--- config.mk ---
export PLATFORM = sky130hd
export DESIGN_NAME = bcs_sequencer
export DESIGN_NICKNAME = d
export VERILOG_FILES = /design/src/verilog/bcs_pkg.sv /design/src/verilog/bcs_sequencer.sv /design/src/verilog/bcs_strobe.sv
export VERILOG_INCLUDE_DIRS = /design/src /design/src/verilog
export SDC_FILE = /design/constraint.sdc
export NUM_CORES = 1
export LEC_CHECK = 0
export BUFFER_PORTS_ARGS = -buffer_cell sky130_fd_sc_hd__buf_2
export CORE_UTILIZATION = 55
export DETAILED_ROUTE_END_ITERATION = 12
export HOLD_SLACK_MARGIN = 0.02
export PLACE_DENSITY = 0.81
export SLEW_MARGIN = 20
export SYNTH_ARGS = -nofsm -noshare
export SYNTH_HDL_FRONTEND = slang
export SYNTH_SLANG_ARGS = --single-unit
--- constraint.sdc ---
create_clock -name clk -period 5.6 [get_ports clk]
set_input_delay 0 -clock clk [delete_from_list [all_inputs] [get_ports clk]]
set_output_delay 0 -clock clk [all_outputs]
set_load 0.01 [all_outputs]
--- src/verilog/bcs_consts.svh ---
// Operation
// RQ1: Set-carry is one three-state opcode fetch with fetch strobes low.
// RQ2: Restart fetches, idles two states, pushes counter high then low.
// RQ3: Register bit set/reset: two fetches, then one idle state.
// RQ4: Bit set/reset on pointer operand: fetch two, read, idle, write back.
// RQ5: Indexed bit ops: two fetches, displacement, third opcode, read, idle, write.
// RQ6: Sleep drives all-ones address, floats data, halt status low.
// RQ7: I/O test: two fetches, immediate, then I/O read at counter with zero high.
// RQ8: Register test: two fetches then one idle state with data floating.
// RQ9: Immediate test: two fetches then memory read of the immediate operand.
// RQ10: Memory test: two fetches, one idle, then read at pointer pair.
// RQ11: Non-maskable entry: fetch cycle, two idles, push counter high then low.
// RQ12: Mode 0 acknowledge: five states, two waits, I/O request and fetch low.
// RQ13: Mode 0 call: read two address bytes, idle, push counter plus two.
// RQ14: Mode 1: acknowledge then push high and low with no idle.
// RQ15: Mode 2: vector captured, idle, push, read table at base and vector.
// RQ16: Other interrupts: five-state cycle, strobes high, idle, push, read table.
// RQ17: New counter low byte from first table read, high from second.
`ifndef BCS_CONSTS_SVH
`define BCS_CONSTS_SVH
`define BCS_ADDR_W      20
`define BCS_SLEEP_ADDR  20'hfffff
`define BCS_IO_HIGH     8'h00
`define BCS_T3_STATES   3'h3
`define BCS_T5_STATES   3'h5
`define BCS_WAIT_FIRST  3'h2
`define BCS_WAIT_LAST   3'h3
`endif

--- src/verilog/bcs_pkg.sv ---
package bcs_pkg;
  typedef enum logic [4:0] {
    BCS_OP_SCF    = 5'h00, BCS_OP_RST   = 5'h01, BCS_OP_BIT_REG = 5'h02,
    BCS_OP_BIT_HL = 5'h03, BCS_OP_BIT_IX = 5'h04, BCS_OP_SLP    = 5'h05,
    BCS_OP_IO_TEST_INSTRUCTION  = 5'h06, BCS_OP_TST_G = 5'h07, BCS_OP_TST_M  = 5'h08,
    BCS_OP_TST_HL = 5'h09, BCS_OP_NMI   = 5'h0a, BCS_OP_IM0_RST = 5'h0b,
    BCS_OP_IM0_CALL = 5'h0c, BCS_OP_IM1 = 5'h0d, BCS_OP_IM2    = 5'h0e,
    BCS_OP_INTX   = 5'h0f
  } bcs_op_t;
  typedef enum logic [3:0] {
    BCS_MC_IDLE = 4'h0, BCS_MC_FETCH1 = 4'h1, BCS_MC_FETCH2 = 4'h2, BCS_MC_INT = 4'h3,
    BCS_MC_MEMRD = 4'h4, BCS_MC_MEMWR = 4'h5, BCS_MC_IORD = 4'h6, BCS_MC_ACK = 4'h7,
    BCS_MC_ACKX = 4'h8, BCS_MC_SLEEP = 4'h9, BCS_MC_FETCH3 = 4'ha
  } bcs_mc_t;
  typedef enum logic [2:0] {
    BCS_A_PC = 3'h0, BCS_A_SP = 3'h1, BCS_A_PTR = 3'h2, BCS_A_IO = 3'h3,
    BCS_A_VEC = 3'h4, BCS_A_ONES = 3'h5
  } bcs_asrc_t;
  typedef struct packed {
    bcs_mc_t   kind;
    bcs_asrc_t asrc;
    logic [1:0] offs;
  } bcs_step_t;
  typedef struct packed {
    logic [19:0] address;
    logic [7:0]  data_out;
    logic        data_oe_n;
    logic        read_n;
    logic        write_n;
    logic        memory_request_n;
    logic        io_request_n;
    logic        first_fetch_n;
    logic        halt_status_n;
    logic        fetch_status;
  } bcs_bus_t;
endpackage

--- src/verilog/bcs_sequencer.sv ---
`timescale 1ns/1ps
`include "bcs_consts.svh"
module bcs_sequencer (
  input  wire logic             clk,
  input  wire logic             sys_rst,
  input  wire logic             start,
  input  wire bcs_pkg::bcs_op_t op,
  input  wire logic [15:0]      program_counter,
  input  wire logic [15:0]      stack_pointer,
  input  wire logic [15:0]      indirect_pointer_pair,
  input  wire logic [15:0]      index_address,
  input  wire logic [7:0]       counter_reg,
  input  wire logic [7:0]       vector_base,
  input  wire logic             wake,
  input  wire logic [7:0]       data_in,
  output logic                  busy,
  output logic                  done,
  output bcs_pkg::bcs_bus_t     bus,
  output logic [15:0]           new_program_counter,
  output logic                  new_pc_valid
);
  import bcs_pkg::*;

  ////////////////////////////////////////////////////////////////////////////
  typedef struct packed {
    logic        active;
    bcs_op_t     op;
    logic [3:0]  step;
    logic [2:0]  tstate;
    logic [15:0] pc;
    logic [7:0]  vector;
    logic [7:0]  tbl_low;
    logic [15:0] npc;
    logic        npc_valid;
    logic        done;
    logic        sleeping;
    bcs_bus_t    bus;
  } bcs_state_t;

  bcs_state_t state_r;
  bcs_state_t state_nxt;
  bcs_step_t  cur;
  logic       last;
  logic [6:0] strobes;
  logic [2:0] len;

  ////////////////////////////////////////////////////////////////////////////
  // Step table: each operation is a short list of machine cycles. Idle cycles
  // are one state long, bus cycles three, acknowledge cycles five.
  function automatic bcs_step_t mk(bcs_mc_t k, bcs_asrc_t a, logic [1:0] o);
    bcs_step_t s;
    s.kind = k;
    s.asrc = a;
    s.offs = o;
    return s;
  endfunction

  always_comb begin
    cur  = mk(BCS_MC_IDLE, BCS_A_PC, 2'h0);
    last = 1'b0;
    case (state_r.op)
      BCS_OP_SCF: begin
        cur  = mk(BCS_MC_FETCH1, BCS_A_PC, 2'h0); // RQ1
        last = 1'b1;
      end
      BCS_OP_RST, BCS_OP_NMI: begin
        case (state_r.step)
          4'h0: cur = mk(BCS_MC_FETCH1, BCS_A_PC, 2'h0); // RQ11
          4'h1, 4'h2: cur = mk(BCS_MC_INT, BCS_A_PC, 2'h0); // RQ2
          4'h3: cur = mk(BCS_MC_MEMWR, BCS_A_SP, 2'h1); // RQ2
          default: cur = mk(BCS_MC_MEMWR, BCS_A_SP, 2'h2); // RQ11
        endcase
        last = (state_r.step == 4'h4);
      end
      BCS_OP_IM0_RST: begin
        case (state_r.step)
          4'h0: cur = mk(BCS_MC_ACK, BCS_A_PC, 2'h0); // RQ12
          4'h1, 4'h2: cur = mk(BCS_MC_INT, BCS_A_PC, 2'h0);
          4'h3: cur = mk(BCS_MC_MEMWR, BCS_A_SP, 2'h1);
          default: cur = mk(BCS_MC_MEMWR, BCS_A_SP, 2'h2);
        endcase
        last = (state_r.step == 4'h4);
      end
      BCS_OP_IM0_CALL: begin
        case (state_r.step)
          4'h0: cur = mk(BCS_MC_ACK, BCS_A_PC, 2'h0);
          4'h1: cur = mk(BCS_MC_MEMRD, BCS_A_PC, 2'h0); // RQ13
          4'h2: cur = mk(BCS_MC_MEMRD, BCS_A_PC, 2'h1); // RQ13
          4'h3: cur = mk(BCS_MC_INT, BCS_A_PC, 2'h0);
          4'h4: cur = mk(BCS_MC_MEMWR, BCS_A_SP, 2'h1);
          default: cur = mk(BCS_MC_MEMWR, BCS_A_SP, 2'h2);
        endcase
        last = (state_r.step == 4'h5);
      end
      BCS_OP_IM1: begin
        case (state_r.step)
          4'h0: cur = mk(BCS_MC_ACK, BCS_A_PC, 2'h0);
          4'h1: cur = mk(BCS_MC_MEMWR, BCS_A_SP, 2'h1); // RQ14
          default: cur = mk(BCS_MC_MEMWR, BCS_A_SP, 2'h2); // RQ14
        endcase
        last = (state_r.step == 4'h2);
      end
      BCS_OP_IM2, BCS_OP_INTX: begin
        case (state_r.step)
          4'h0: cur = (state_r.op == BCS_OP_IM2) ? mk(BCS_MC_ACK, BCS_A_PC, 2'h0)
                                                 : mk(BCS_MC_ACKX, BCS_A_PC, 2'h0); // RQ16
          4'h1: cur = mk(BCS_MC_INT, BCS_A_PC, 2'h0); // RQ15
          4'h2: cur = mk(BCS_MC_MEMWR, BCS_A_SP, 2'h1);
          4'h3: cur = mk(BCS_MC_MEMWR, BCS_A_SP, 2'h2);
          4'h4: cur = mk(BCS_MC_MEMRD, BCS_A_VEC, 2'h0); // RQ15
          default: cur = mk(BCS_MC_MEMRD, BCS_A_VEC, 2'h1); // RQ15
        endcase
        last = (state_r.step == 4'h5);
      end
      default: begin
        // Every remaining operation opens with two opcode fetches.
        case (state_r.step)
          4'h0: cur = mk(BCS_MC_FETCH1, BCS_A_PC, 2'h0);
          4'h1: cur = mk(BCS_MC_FETCH2, BCS_A_PC, 2'h1);
          default: cur = mk(BCS_MC_IDLE, BCS_A_PC, 2'h0);
        endcase
        case (state_r.op)
          BCS_OP_BIT_REG, BCS_OP_TST_G: begin
            if (state_r.step == 4'h2) cur = mk(BCS_MC_INT, BCS_A_PC, 2'h0); // RQ8
            last = (state_r.step == 4'h2);
          end
          BCS_OP_BIT_HL: begin
            if (state_r.step == 4'h2) cur = mk(BCS_MC_MEMRD, BCS_A_PTR, 2'h0); // RQ4
            if (state_r.step == 4'h3) cur = mk(BCS_MC_INT, BCS_A_PC, 2'h0);
            if (state_r.step == 4'h4) cur = mk(BCS_MC_MEMWR, BCS_A_PTR, 2'h0); // RQ4
            last = (state_r.step == 4'h4);
          end
          BCS_OP_BIT_IX: begin
            if (state_r.step == 4'h2) cur = mk(BCS_MC_MEMRD, BCS_A_PC, 2'h2); // RQ5
            if (state_r.step == 4'h3) cur = mk(BCS_MC_FETCH3, BCS_A_PC, 2'h3); // RQ5
            if (state_r.step == 4'h4) cur = mk(BCS_MC_MEMRD, BCS_A_IO, 2'h1);
            if (state_r.step == 4'h5) cur = mk(BCS_MC_INT, BCS_A_PC, 2'h0);
            if (state_r.step == 4'h6) cur = mk(BCS_MC_MEMWR, BCS_A_IO, 2'h1); // RQ5
            last = (state_r.step == 4'h6);
          end
          BCS_OP_SLP: begin
            if (state_r.step == 4'h2) cur = mk(BCS_MC_SLEEP, BCS_A_ONES, 2'h0); // RQ6
            last = (state_r.step == 4'h2) && wake;
          end
          BCS_OP_IO_TEST_INSTRUCTION: begin
            if (state_r.step == 4'h2) cur = mk(BCS_MC_MEMRD, BCS_A_PC, 2'h2);
            if (state_r.step == 4'h3) cur = mk(BCS_MC_IORD, BCS_A_IO, 2'h0); // RQ7
            last = (state_r.step == 4'h3);
          end
          BCS_OP_TST_M: begin
            if (state_r.step == 4'h2) cur = mk(BCS_MC_MEMRD, BCS_A_PC, 2'h2); // RQ9
            last = (state_r.step == 4'h2);
          end
          BCS_OP_TST_HL: begin
            if (state_r.step == 4'h2) cur = mk(BCS_MC_INT, BCS_A_PC, 2'h0); // RQ10
            if (state_r.step == 4'h3) cur = mk(BCS_MC_MEMRD, BCS_A_PTR, 2'h0); // RQ10
            last = (state_r.step == 4'h3);
          end
          default: last = 1'b1;
        endcase
      end
    endcase
  end

  bcs_strobe u_strobe (
    .in_cycle (state_r.active),
    .kind     (cur.kind),
    .strobes  (strobes)
  );

  ////////////////////////////////////////////////////////////////////////////
  always_comb begin
    state_nxt           = state_r;
    state_nxt.done      = 1'b0;
    state_nxt.npc_valid = 1'b0;
    case (cur.kind)
      BCS_MC_ACK, BCS_MC_ACKX: len = `BCS_T5_STATES; // RQ12
      BCS_MC_INT, BCS_MC_SLEEP: len = 3'h1;
      default: len = `BCS_T3_STATES;
    endcase
    if (!state_r.active) begin
      state_nxt.bus = '1;
      state_nxt.bus.data_out = 8'h00;
      if (start) begin
        state_nxt.active = 1'b1;
        state_nxt.op     = op;
        state_nxt.step   = 4'h0;
        state_nxt.tstate = 3'h0;
        state_nxt.pc     = program_counter;
      end
    end else begin
      {state_nxt.bus.read_n, state_nxt.bus.write_n, state_nxt.bus.memory_request_n,
       state_nxt.bus.io_request_n, state_nxt.bus.first_fetch_n,
       state_nxt.bus.halt_status_n, state_nxt.bus.fetch_status} = strobes;
      // Data floats in every cycle but a write; sleep floats too.
      state_nxt.bus.data_oe_n = (cur.kind != BCS_MC_MEMWR); // RQ6
      case (cur.asrc)
        BCS_A_PC:  state_nxt.bus.address = {4'h0, state_r.pc + {14'h0, cur.offs}};
        BCS_A_SP:  state_nxt.bus.address = {4'h0, stack_pointer - {14'h0, cur.offs}};
        BCS_A_PTR: state_nxt.bus.address = {4'h0, indirect_pointer_pair};
        BCS_A_IO:  state_nxt.bus.address = cur.kind == BCS_MC_IORD
                     ? {4'h0, `BCS_IO_HIGH, counter_reg} // RQ7
                     : {4'h0, index_address};
        BCS_A_VEC: state_nxt.bus.address =
                     {4'h0, vector_base, state_r.vector + {7'h0, cur.offs[0]}};
        default:   state_nxt.bus.address = `BCS_SLEEP_ADDR; // RQ6
      endcase
      // The call target pushes the counter plus two, high byte first.
      if (cur.kind == BCS_MC_MEMWR && cur.asrc == BCS_A_SP) begin
        if (state_r.op == BCS_OP_IM0_CALL)
          state_nxt.bus.data_out = cur.offs[0] ? 8'(({16'h0} + state_r.pc + 16'h2) >> 8)
                                               : 8'(state_r.pc + 16'h2); // RQ13
        else
          state_nxt.bus.data_out = cur.offs[0] ? state_r.pc[15:8] : state_r.pc[7:0]; // RQ2
      end
      // Wait states hold the acknowledge open at T2 so the peripheral can drive.
      state_nxt.tstate = state_r.tstate + 3'h1;
      if (state_r.tstate + 3'h1 == len) begin
        // The other interrupt sources hand their vector over in the first cycle too.
        if ((cur.kind == BCS_MC_ACK && state_r.op == BCS_OP_IM2) || cur.kind == BCS_MC_ACKX)
          state_nxt.vector = data_in; // RQ15 RQ16
        if (cur.kind == BCS_MC_MEMRD && cur.asrc == BCS_A_VEC) begin
          if (!cur.offs[0]) state_nxt.tbl_low = data_in; // RQ17
          else begin
            state_nxt.npc       = {data_in, state_r.tbl_low}; // RQ17
            state_nxt.npc_valid = 1'b1;
          end
        end
        state_nxt.tstate = 3'h0;
        if (last) begin
          state_nxt.active = 1'b0;
          state_nxt.done   = 1'b1;
        end else if (!(cur.kind == BCS_MC_SLEEP)) begin
          state_nxt.step = state_r.step + 4'h1;
        end else begin
          state_nxt.tstate = 3'h0;
        end
      end
      state_nxt.sleeping = (cur.kind == BCS_MC_SLEEP);
    end
  end

  always_ff @(posedge clk) begin
    if (sys_rst) begin
      state_r <= '0;
      state_r.bus <= '1;
      state_r.bus.data_out <= 8'h00;
      state_r.bus.address <= 20'h00000;
    end else begin
      state_r <= state_nxt;
    end
  end

  assign busy                = state_r.active;
  assign done                = state_r.done;
  assign bus                 = state_r.bus;
  assign new_program_counter = state_r.npc;
  assign new_pc_valid        = state_r.npc_valid;
endmodule

--- src/verilog/bcs_strobe.sv ---
`timescale 1ns/1ps
`include "bcs_consts.svh"
module bcs_strobe (
  input  wire logic             in_cycle,
  input  wire bcs_pkg::bcs_mc_t kind,
  output logic [6:0]            strobes
);
  import bcs_pkg::*;
  // Strobe order: read, write, memory, io, first fetch, halt, fetch status.
  always_comb begin
    strobes = 7'h7f;
    if (in_cycle) begin
      case (kind)
        BCS_MC_FETCH1: strobes = 7'h2a; // RQ1
        BCS_MC_FETCH2: strobes = 7'h2b; // RQ3
        BCS_MC_FETCH3: strobes = 7'h2b; // RQ5
        BCS_MC_MEMRD:  strobes = 7'h2f; // RQ9
        BCS_MC_MEMWR:  strobes = 7'h4f;
        BCS_MC_IORD:   strobes = 7'h37; // RQ7
        BCS_MC_ACK:    strobes = 7'h72; // RQ12
        BCS_MC_ACKX:   strobes = 7'h7e; // RQ16
        BCS_MC_SLEEP:  strobes = 7'h7d; // RQ6
        default:       strobes = 7'h7f;
      endcase
    end
  end
endmodule
==> impl_metrics.json, run 1 <==
{
  "drive_gt1_share_pct": 20.1,
  "gr-usage-met1_pct": 40.7,
  "filler_cell_count": 985,
  "dr.pass1.iters": 6,
  "ys_warn_count": 0,
  "cts.sinks": 96,
  "grt_pass1_wl_um": 31600,
  "post-route-period-util_pct": 89.2,
  "track_usage_pct": 30.5,
  "power_frac_seq_pct": 43.5,
  "tightest_slew_ns": 0.981,
  "worst_clock_skew_ns": 0.00813,
  "hold_viol_final": 0,
  "p_per_area_nw_per_um2": 209,
  "avgSynthCellArea_sq_um": 7.86,
  "clk_latency_ns": 0.35,
  "synth_edf_count": 0,
  "ys_ff_latch": 96,
  "drt_iter0_markers": 827,
  "die_w_um": 115,
  "grt_pass1_vias": 6265,
  "p_sw_share_pct": 30.9,
  "syn-instance-count": 893,
  "via_count": 6921,
  "gp_congestion": 0.959,
  "start_util_pct": 57.5,
  "status": "finished clean",
  "setup.worst_path.start_class": "register",
  "fp.dieH_um": 115,
  "grt_max_degree": 101,
  "nets": 1120,
  "ios": 152,
  "p_int_mw": 1.18,
  "routed_wl_um": 20300,
  "cts-root-buf": "clkbuf_16",
  "min_period_ns": 4.99,
  "cts_buffers": 9,
  "h-tree-depth": 3,
  "viasPerCell": 5.89,
  "slew_violations": 0,
  "syn-num-nets": 1011,
  "ys_seq_area_share_pct": 27.4,
  "hpwl_um": 14200,
  "dieArea_sq_um": 13200,
  "io_buffers": 151,
  "gr-usage-met3_pct": 6.91,
  "antenna_cells": 0,
  "ff_latch_area_sq_um": 1920,
  "grt_antenna_before_repair": 0,
  "timing.critical_path.fanout_max": 10,
  "clock_path_buffers": 2,
  "synth.distinct_cells": 80,
  "whs_ns": 0.0408,
  "grt-ovfl-total": 0,
  "clkTransAtPathRegs_ns": 0.07,
  "ys.flop_type": "dfxtp_1",
  "p_clk_share_pct": 35.1,
  "critPathKind": "reg2reg",
  "p_leak_nw": 3.39,
  "area_delta_synth_final_pct": 16.7,
  "comb_power_share_pct": 21.3,
  "hold_path_class": "in2reg",
  "synth_area_leaders": "dfxtp_1, mux2i_1, nand2_1, buf_4, nand2b_1",
  "wl_per_cell_um": 17.2,
  "cts_tree": "done",
  "slew_headroom_pct": 33.8,
  "synth_top_cells_by_count": "nand2_1, dfxtp_1, nor2_1",
  "yosysTopAreaCell": "dfxtp_1",
  "ir_worst_vdd_mv": 0.216,
  "cp.arrival_ns": 5.23,
  "path_cells": "inv_1 -> ha_1 -> nor4_1 -> o311ai_0 -> o2111ai_1 -> inv_1 -> ha_1 -> a211oi_1 -> nand3b_1 -> nand2b_1 -> xor2_1 -> nand2_1 -> o211ai_1 -> a31oi_1 -> dlygate4sd3_1",
  "setup_viol": 0,
  "crit_path_max_incr_delay_ns": 0.87,
  "rows": 40,
  "core-area_sq_um": 12200,
  "power.total_mw": 1.71,
  "p_switching_uw": 528,
  "max_freq_ghz": 0.200,
  "netlist.area_leader.share_pct": 27.4,
  "use_met2_pct": 48.2,
  "synth_most_common_cell": "nand2_1",
  "drc": 0,
  "synthArstFlopShare_pct": 0,
  "crit_path_top_delay_cell": "o311ai_0",
  "worstPathRequired_ns": 5.83,
  "multi_input_area_sq_um": 4380,
  "rsz0062_at_grt": "false",
  "setup-tns-final_ns": 0,
  "drv_cap": 0,
  "critPathCaptureType": "register",
  "syn-cell-area_sq_um": 7020,
  "busiest_layer": "met2",
  "ant_nets": 0
}
-- cell families (layout without fill, tap and decap cells) --
family	count (synthesis)	in the layout	share of synthesized area, %
AND/OR/NAND/NOR	372	372	27.7
AO/OA/AOI/OAI	173	173	17.1
buffers and inverters	131	245	10.4
flip-flops	96	96	27.4
multiplexers	52	52	7.50
XOR/XNOR	48	48	5.99
adder cells (fa/ha/maj)	21	21	3.96
-- final cells by class --
class / instances / area share [%]
clock buffers: 9 / 2.75
flip-flops and latches: 96 / 23.5
repair buffers: 210 / 16.2
multi-input cells: 666 / 53.5
clock inverters: 7 / 0.733
inverters: 19 / 0.871
well taps: 168 / 2.57
-- metrics by stage --
stage,utilization [%],std cells,setup slack (ns),instance area [sq um]
after floorplan,-,893,1.48,7020
after global placement,60.6,1109,1.04,7400
after detailed placement,60.6,1109,0.925,7400
after CTS,67.1,1175,0.740,8190
after global routing,67.1,1175,0.308,8190
final,67.1,1175,0.606,8190
-- power by group through the flow --
stage | sequential, mW | combinational [mW] | clock, mW
final | 0.744 | 0.365 | 0.600
after global routing | 0.748 | 0.395 | 0.634
after CTS | 0.743 | 0.353 | 0.606
after detailed placement | 0.759 | 0.322 | 0
after global placement | 0.758 | 0.321 | 0
after floorplan | 0.737 | 0.256 | 0
-- registers in the layout (all words and copies together) (netlist names) --
| name | cells |
|---|---|
| state_r | 44 |
| bus | 33 |
| new_program_counter | 16 |
| busy | 1 |
| done | 1 |
| new_pc_valid | 1 |
-- what timing repair did --
action | in CTS | in global routing
hold buffers | 50 | 0
buffers inserted | 0 | 0
hold endpoints to repair | 58 | 0
resized for setup | 0 | 0
-- metal layers --
metal	vias to the layer above	share of wire, %
met2	378	45
li1	3322	-
met5	-	0
met1	3171	43
met3	50	8.6
met4	0	2.8
-- critical path, delay by kind of cell (launching register included) --
kind	cells	cell delay [ns]
xor+xnor	1	0.14
buf+inv	3	0.95
fa+ha+maj	2	0.66
simple gates	4	0.77
flops	1	0.34
compound gates	5	2.02
-- worst paths after layout --
kind	startpoint	end	slack, ns	depth (start not counted)
setup / recovery	state_r[91]$_SDFFE_PP0P_	bus[29]$_SDFF_PP0_	0.61	15
hold reg to reg	bus[11]$_SDFFE_PP0P_	bus[11]$_SDFFE_PP0P_	0.47	2
hold / removal	indirect_pointer_pair[12]	bus[28]$_SDFF_PP0_	0.04	3
setup reg to reg	state_r[91]$_SDFFE_PP0P_	bus[29]$_SDFF_PP0_	0.61	15
-- cell usage in the layout (no fill, tap or decap), types with 17 or more instances in the layout --
cell type	Yosys	routed
a21oi_1	46	46
a31oi_1	27	26
buf_2	9	151
dfxtp_1	96	96
dlygate4sd3_1	0	50
ha_1	19	19
inv_1	19	19
mux2i_1	47	47
nand2_1	114	114
nand2b_1	55	55
nand3_1	25	25
nor2_1	76	76
o21ai_0	17	17
xnor2_1	26	26
xor2_1	22	22
Power figures use the tool's default switching activity.
==> run 2: changes to the inputs <==
==> constraint.sdc (replaced) <==
create_clock -name clk -period 5.6 [get_ports clk]
set_input_delay 0.84 -clock clk [delete_from_list [all_inputs] [get_ports clk]]
set_output_delay 0.84 -clock clk [all_outputs]
set_load 0.01 [all_outputs]
==> run 2 against run 1 <==
Against the previous run: sequential share of layout area increased by 1.4 points; flip-flop and latch count unchanged; largest power group unchanged; total power increased by 1.9%; via count decreased by 3.9%; cell count decreased by 4.1%; critical path depth increased by 1; highest routed layer unchanged.
==> impl_metrics.json, run 2 (same netlist as run 1, synthesis figures left out) <==
{
  "grt_max_degree": 56,
  "cts-root-buf": "clkbuf_16",
  "grt_pass1_wl_um": 30600,
  "core-area_sq_um": 12200,
  "via_count": 6652,
  "ant_nets": 0,
  "dr.pass1.iters": 5,
  "timing.critical_path.fanout_max": 12,
  "drt_iter0_markers": 733,
  "p_int_mw": 1.21,
  "hpwl_um": 14700,
  "power.total_mw": 1.74,
  "cts.sinks": 96,
  "status": "finished clean",
  "grt-ovfl-total": 0,
  "p_switching_uw": 534,
  "layout_commonest_cell": "buf_2",
  "filler_cell_count": 1117,
  "slew_headroom_pct": 45.1,
  "ios": 152,
  "drive_gt1_share_pct": 21.3,
  "min_period_ns": 4.92,
  "grt_pass1_vias": 5996,
  "clkTransAtPathRegs_ns": 0.08,
  "antenna_cells": 0,
  "cp.arrival_ns": 5.21,
  "clk_latency_ns": 0.36,
  "area_delta_synth_final_pct": 10.3,
  "die_w_um": 115,
  "io_buffers": 151,
  "critPathCaptureType": "register",
  "drc": 0,
  "reg2reg_slack_ns": 0.68,
  "postCtsSetupBuffers": 0,
  "holdBufCountCts": 0,
  "worst_clock_skew_ns": 0.00708,
  "drv_cap": 0,
  "wl_per_cell_um": 17.2,
  "reg2reg_depth": 16,
  "setup.worst_path.start_class": "register",
  "setup_viol": 0,
  "whs_ns": 0.471,
  "critPathKind": "reg2reg",
  "ir_worst_vdd_mv": 0.199,
  "p_clk_share_pct": 38.1,
  "p_leak_nw": 3.20,
  "tightest_slew_ns": 0.823,
  "routed_wl_um": 19400,
  "dieArea_sq_um": 13200,
  "h-tree-depth": 3,
  "critical_path.startpoint": "state_r[91]$_SDFFE_PP0P_",
  "final_cell_mix": "buf_2, nand2_1, dfxtp_1",
  "grt_antenna_before_repair": 0,
  "nets": 1072,
  "rr_endpoint": "state_r[93]$_SDFFE_PP0P_",
  "endpoint": "state_r[93]$_SDFFE_PP0P_",
  "p_per_area_nw_per_um2": 225,
  "power_frac_seq_pct": 42.5,
  "worstPathRequired_ns": 5.89,
  "slew_violations": 0,
  "dp_slack_ns": 0.807,
  "max_freq_ghz": 0.203,
  "comb_power_share_pct": 19.4,
  "p_sw_share_pct": 30.6,
  "cts_tree": "done",
  "hold_viol_final": 0,
  "r2r-start": "state_r[91]$_SDFFE_PP0P_",
  "hold_path_class": "reg2reg",
  "fin_ws_ns": 0.680,
  "largest_reg_flops": 44,
  "regMostFlops": "state_r",
  "gp_congestion": 1.00,
  "fp.dieH_um": 115,
  "cts_buffers": 9,
  "cts_resized": 0,
  "track_usage_pct": 29.6,
  "rsz0062_at_grt": "false",
  "viasPerCell": 5.90,
  "post-route-period-util_pct": 87.9,
  "clock_path_buffers": 2,
  "setup-tns-final_ns": 0,
  "rows": 40,
  "start_util_pct": 57.5
}
run 2: critical path, stage by stage, from the launching register on:
cell and delay (ns):
dfxtp_1 0.34, inv_1 0.14, ha_1 0.43, and3b_1 0.43, o211ai_1 0.13, a21oi_1 0.20, nor4_1 0.07, o32ai_1 0.68
ha_1 0.41, nor2_1 0.09, nor2_1 0.11, nand2_1 0.06, nor4_1 0.25, nor4_2 0.15, or4_4 0.64, or4_1 0.56
a31oi_1 0.16
run 2: worst min path at each step:
| stage | from | slack, ns | to | cells past startpoint |
|---|---|---|---|---|
| floorplan | bus[11]$_SDFFE_PP0P_ | 0.44 | bus[11]$_SDFFE_PP0P_ | 2 |
| global placement | bus[11]$_SDFFE_PP0P_ | 0.45 | bus[11]$_SDFFE_PP0P_ | 2 |
| CTS | bus[11]$_SDFFE_PP0P_ | 0.47 | bus[11]$_SDFFE_PP0P_ | 2 |
| detailed placement | bus[11]$_SDFFE_PP0P_ | 0.45 | bus[11]$_SDFFE_PP0P_ | 2 |
| global route | bus[11]$_SDFFE_PP0P_ | 0.48 | bus[11]$_SDFFE_PP0P_ | 2 |
| finish | state_r[62]$_SDFFE_PP0P_ | 0.47 | new_program_counter[7]$_SDFFE_PP0P_ | 2 |
run 2: power groups by stage:
| stage | Sequential (mW) | Clock, mW | Combinational, mW |
|---|---|---|---|
| 4_1_cts | 0.739 | 0.671 | 0.332 |
| 5_1_grt | 0.744 | 0.701 | 0.368 |
| 3_5_place_dp | 0.755 | 0 | 0.330 |
| 3_3_place_gp | 0.755 | 0 | 0.327 |
| 2_1_floorplan | 0.737 | 0 | 0.256 |
| 6_report | 0.741 | 0.664 | 0.337 |
run 2: layer usage:
layer	wire length [um]	vias to the layer above	global-route usage [%]	share of wire (%)
met2	8700	303	46.2	45
met1	8750	3078	40.5	45
met4	498	0	11.3	2.6
met3	1460	46	5.54	7.5
met5	0	-	0	0
li1	-	3225	-	-
run 2: stage by stage:
| step | instances | cell area, sq um | util [%] |
|---|---|---|---|
| after global routing | 1127 | 7740 | 63.4 |
| after floorplan | 893 | 7020 | - |
| final | 1127 | 7740 | 63.4 |
| after detailed placement | 1111 | 7420 | 60.8 |
| after CTS | 1127 | 7740 | 63.4 |
| after global placement | 1111 | 7420 | 60.8 |
run 2: cell type report:
| type | instances | area, sq um | share of cell area [%] |
|---|---|---|---|
| inverters | 19 | 71.3 | 0.921 |
| repair buffers | 162 | 838 | 10.8 |
| clock buffers | 9 | 225 | 2.91 |
| flip-flops and latches | 96 | 1920 | 24.8 |
| clock inverters | 7 | 96.3 | 1.24 |
| well taps | 168 | 210 | 2.72 |
| multi-input cells | 666 | 4380 | 56.6 |
==> run 3: changes to the inputs <==
CORE_MARGIN = 4   (was default)
==> run 3 against run 2 <==
Against the previous run: clock power shrank 10%; critical path depth is the same; flip-flop and latch count is the same; first-iteration DRC count shrank 2.7%; maximum frequency grew 3.2%; core utilization shrank 2.1 points; critical path type unchanged; sequential power is essentially flat; global-route usage shrank 3.7 points; die area grew 11%; worst hold slack lost 0.0035 ns; cell area shrank 0.47%.
==> impl_metrics.json, run 3 (same netlist as run 1, synthesis figures left out) <==
{
  "core-area_sq_um": 12600,
  "final_core_util_pct": 61.3,
  "rsz0062_at_grt": "false",
  "drv_cap": 0,
  "final_cell_mix": "buf_2, nand2_1, dfxtp_1",
  "hold_viol_final": 0,
  "p_leak_nw": 3.18,
  "io_buffers": 151,
  "p_per_area_nw_per_um2": 217,
  "stdcell_area_sq_um": 7700,
  "fp.dieH_um": 121,
  "path_cells": "inv_1 -> ha_1 -> nor4_1 -> nor3_1 -> nand2_1 -> o311ai_0 -> o31a_1 -> ha_1 -> nor2_1 -> nor2_1 -> nand2_1 -> nor4_1 -> nor4_2 -> or4_4 -> or4_1 -> a31oi_1",
  "routed_wl_um": 19500,
  "slew_headroom_pct": 43.6,
  "max_freq_ghz": 0.210,
  "nets": 1072,
  "drt_iter0_markers": 713,
  "cp_top_family": "simple AND/OR/NAND/NOR gates",
  "critPathBufInv": 1,
  "track_usage_pct": 25.9,
  "drive_gt1_share_pct": 21.2,
  "cts_buffers": 9,
  "crit_path_max_incr_delay_ns": 0.62,
  "min_period_ns": 4.77,
  "worst_clock_skew_ns": 0.00867,
  "regMostFlops": "state_r",
  "h-tree-depth": 3,
  "clock_path_buffers": 2,
  "ir_worst_vdd_mv": 0.174,
  "setup_viol": 0,
  "antenna_cells": 0,
  "via_count": 6758,
  "dieArea_sq_um": 14600,
  "status": "finished clean",
  "largest_reg_flops": 44,
  "grt_pass1_wl_um": 30700,
  "filler_cell_count": 1118,
  "holdBufCountCts": 0,
  "ff_latch_area_sq_um": 1920,
  "layout_commonest_cell": "buf_2",
  "drc": 0,
  "start_util_pct": 55.9,
  "cts-root-buf": "clkbuf_16",
  "worstPathRequired_ns": 5.87,
  "multi_input_area_sq_um": 4370,
  "postCtsSetupBuffers": 0,
  "fin_ws_ns": 0.832,
  "gp_congestion": 0.990,
  "ios": 152,
  "rows": 41,
  "clk_latency_ns": 0.35,
  "place_area_sq_um": 7420,
  "grt-ovfl-total": 0,
  "ant_nets": 0,
  "grt_pass1_vias": 6110,
  "cts.sinks": 96,
  "cts_tree": "done",
  "setup.worst_path.start_class": "register",
  "area_delta_synth_final_pct": 9.75,
  "hpwl_um": 14800,
  "hold_path_class": "reg2reg",
  "grt_antenna_before_repair": 0,
  "slew_violations": 0,
  "clkTransAtPathRegs_ns": 0.07,
  "cp.arrival_ns": 5.04,
  "dp_slack_ns": 0.935,
  "post-route-period-util_pct": 85.1,
  "wl_per_cell_um": 17.2,
  "die_w_um": 121,
  "dr.pass1.iters": 6,
  "crit_path_top_delay_cell": "or4_4",
  "cts_resized": 0,
  "critPathKind": "reg2reg",
  "critPathCaptureType": "register",
  "tightest_slew_ns": 0.845,
  "viasPerCell": 5.98,
  "grt_max_degree": 65,
  "timing.critical_path.fanout_max": 15,
  "setup-tns-final_ns": 0
}
## run 3: power breakdown
group          total (mW)  switching (mW)  internal [mW]  leakage, nW
Combinational       0.339           0.199          0.140         2.26
Clock               0.596           0.286          0.310        0.136
Sequential          0.739          0.0299          0.709        0.783
Total                1.67           0.515           1.16         3.18
## run 3: layout make-up
class | count | area share [%]
Sequential cell | 96 | 24.9
Multi-Input combinational cell | 666 | 56.8
Inverter | 19 | 0.926
Timing Repair Buffer | 162 | 10.9
Tap cell | 172 | 2.79
Clock inverter | 7 | 0.779
Clock buffer | 9 | 2.92
## run 3: layer usage
metal  up-vias  global-route usage [%]  share of wire [%]
met5         -                       0                  0
met2       352                    40.5                 45
li1       3229                       -                  -
met1      3113                    35.8                 44
met3        64                    4.66                7.9
met4         0                    9.07                2.9
## run 3: worst reg2reg max path: stages (launching register included)
cell,delay (ns)
dfxtp_1,0.35
inv_1,0.12
ha_1,0.49
nor4_1,0.15
nor3_1,0.38
nand2_1,0.12
o311ai_0,0.48
o31a_1,0.31
ha_1,0.34
nor2_1,0.10
nor2_1,0.11
nand2_1,0.06
nor4_1,0.22
nor4_2,0.14
or4_4,0.62
or4_1,0.55
a31oi_1,0.16
## run 3: worst paths after layout
kind | startpoint | to | slack, ns | cells after the start
max | state_r[90]$_SDFFE_PP0P_ | state_r[93]$_SDFFE_PP0P_ | 0.83 | 16
min | state_r[57]$_SDFFE_PP0P_ | new_program_counter[2]$_SDFFE_PP0P_ | 0.47 | 2
max reg2reg | state_r[90]$_SDFFE_PP0P_ | state_r[93]$_SDFFE_PP0P_ | 0.83 | 16
min reg2reg | state_r[57]$_SDFFE_PP0P_ | new_program_counter[2]$_SDFFE_PP0P_ | 0.47 | 2
## run 3: stage by stage
step,cells,hold WS (ns),total power [mW]
floorplan,893,0.437,0.994
global placement,1115,0.454,1.08
detailed placement,1115,0.460,1.09
CTS,1131,0.468,1.67
global route,1131,0.494,1.74
finish,1131,0.467,1.67
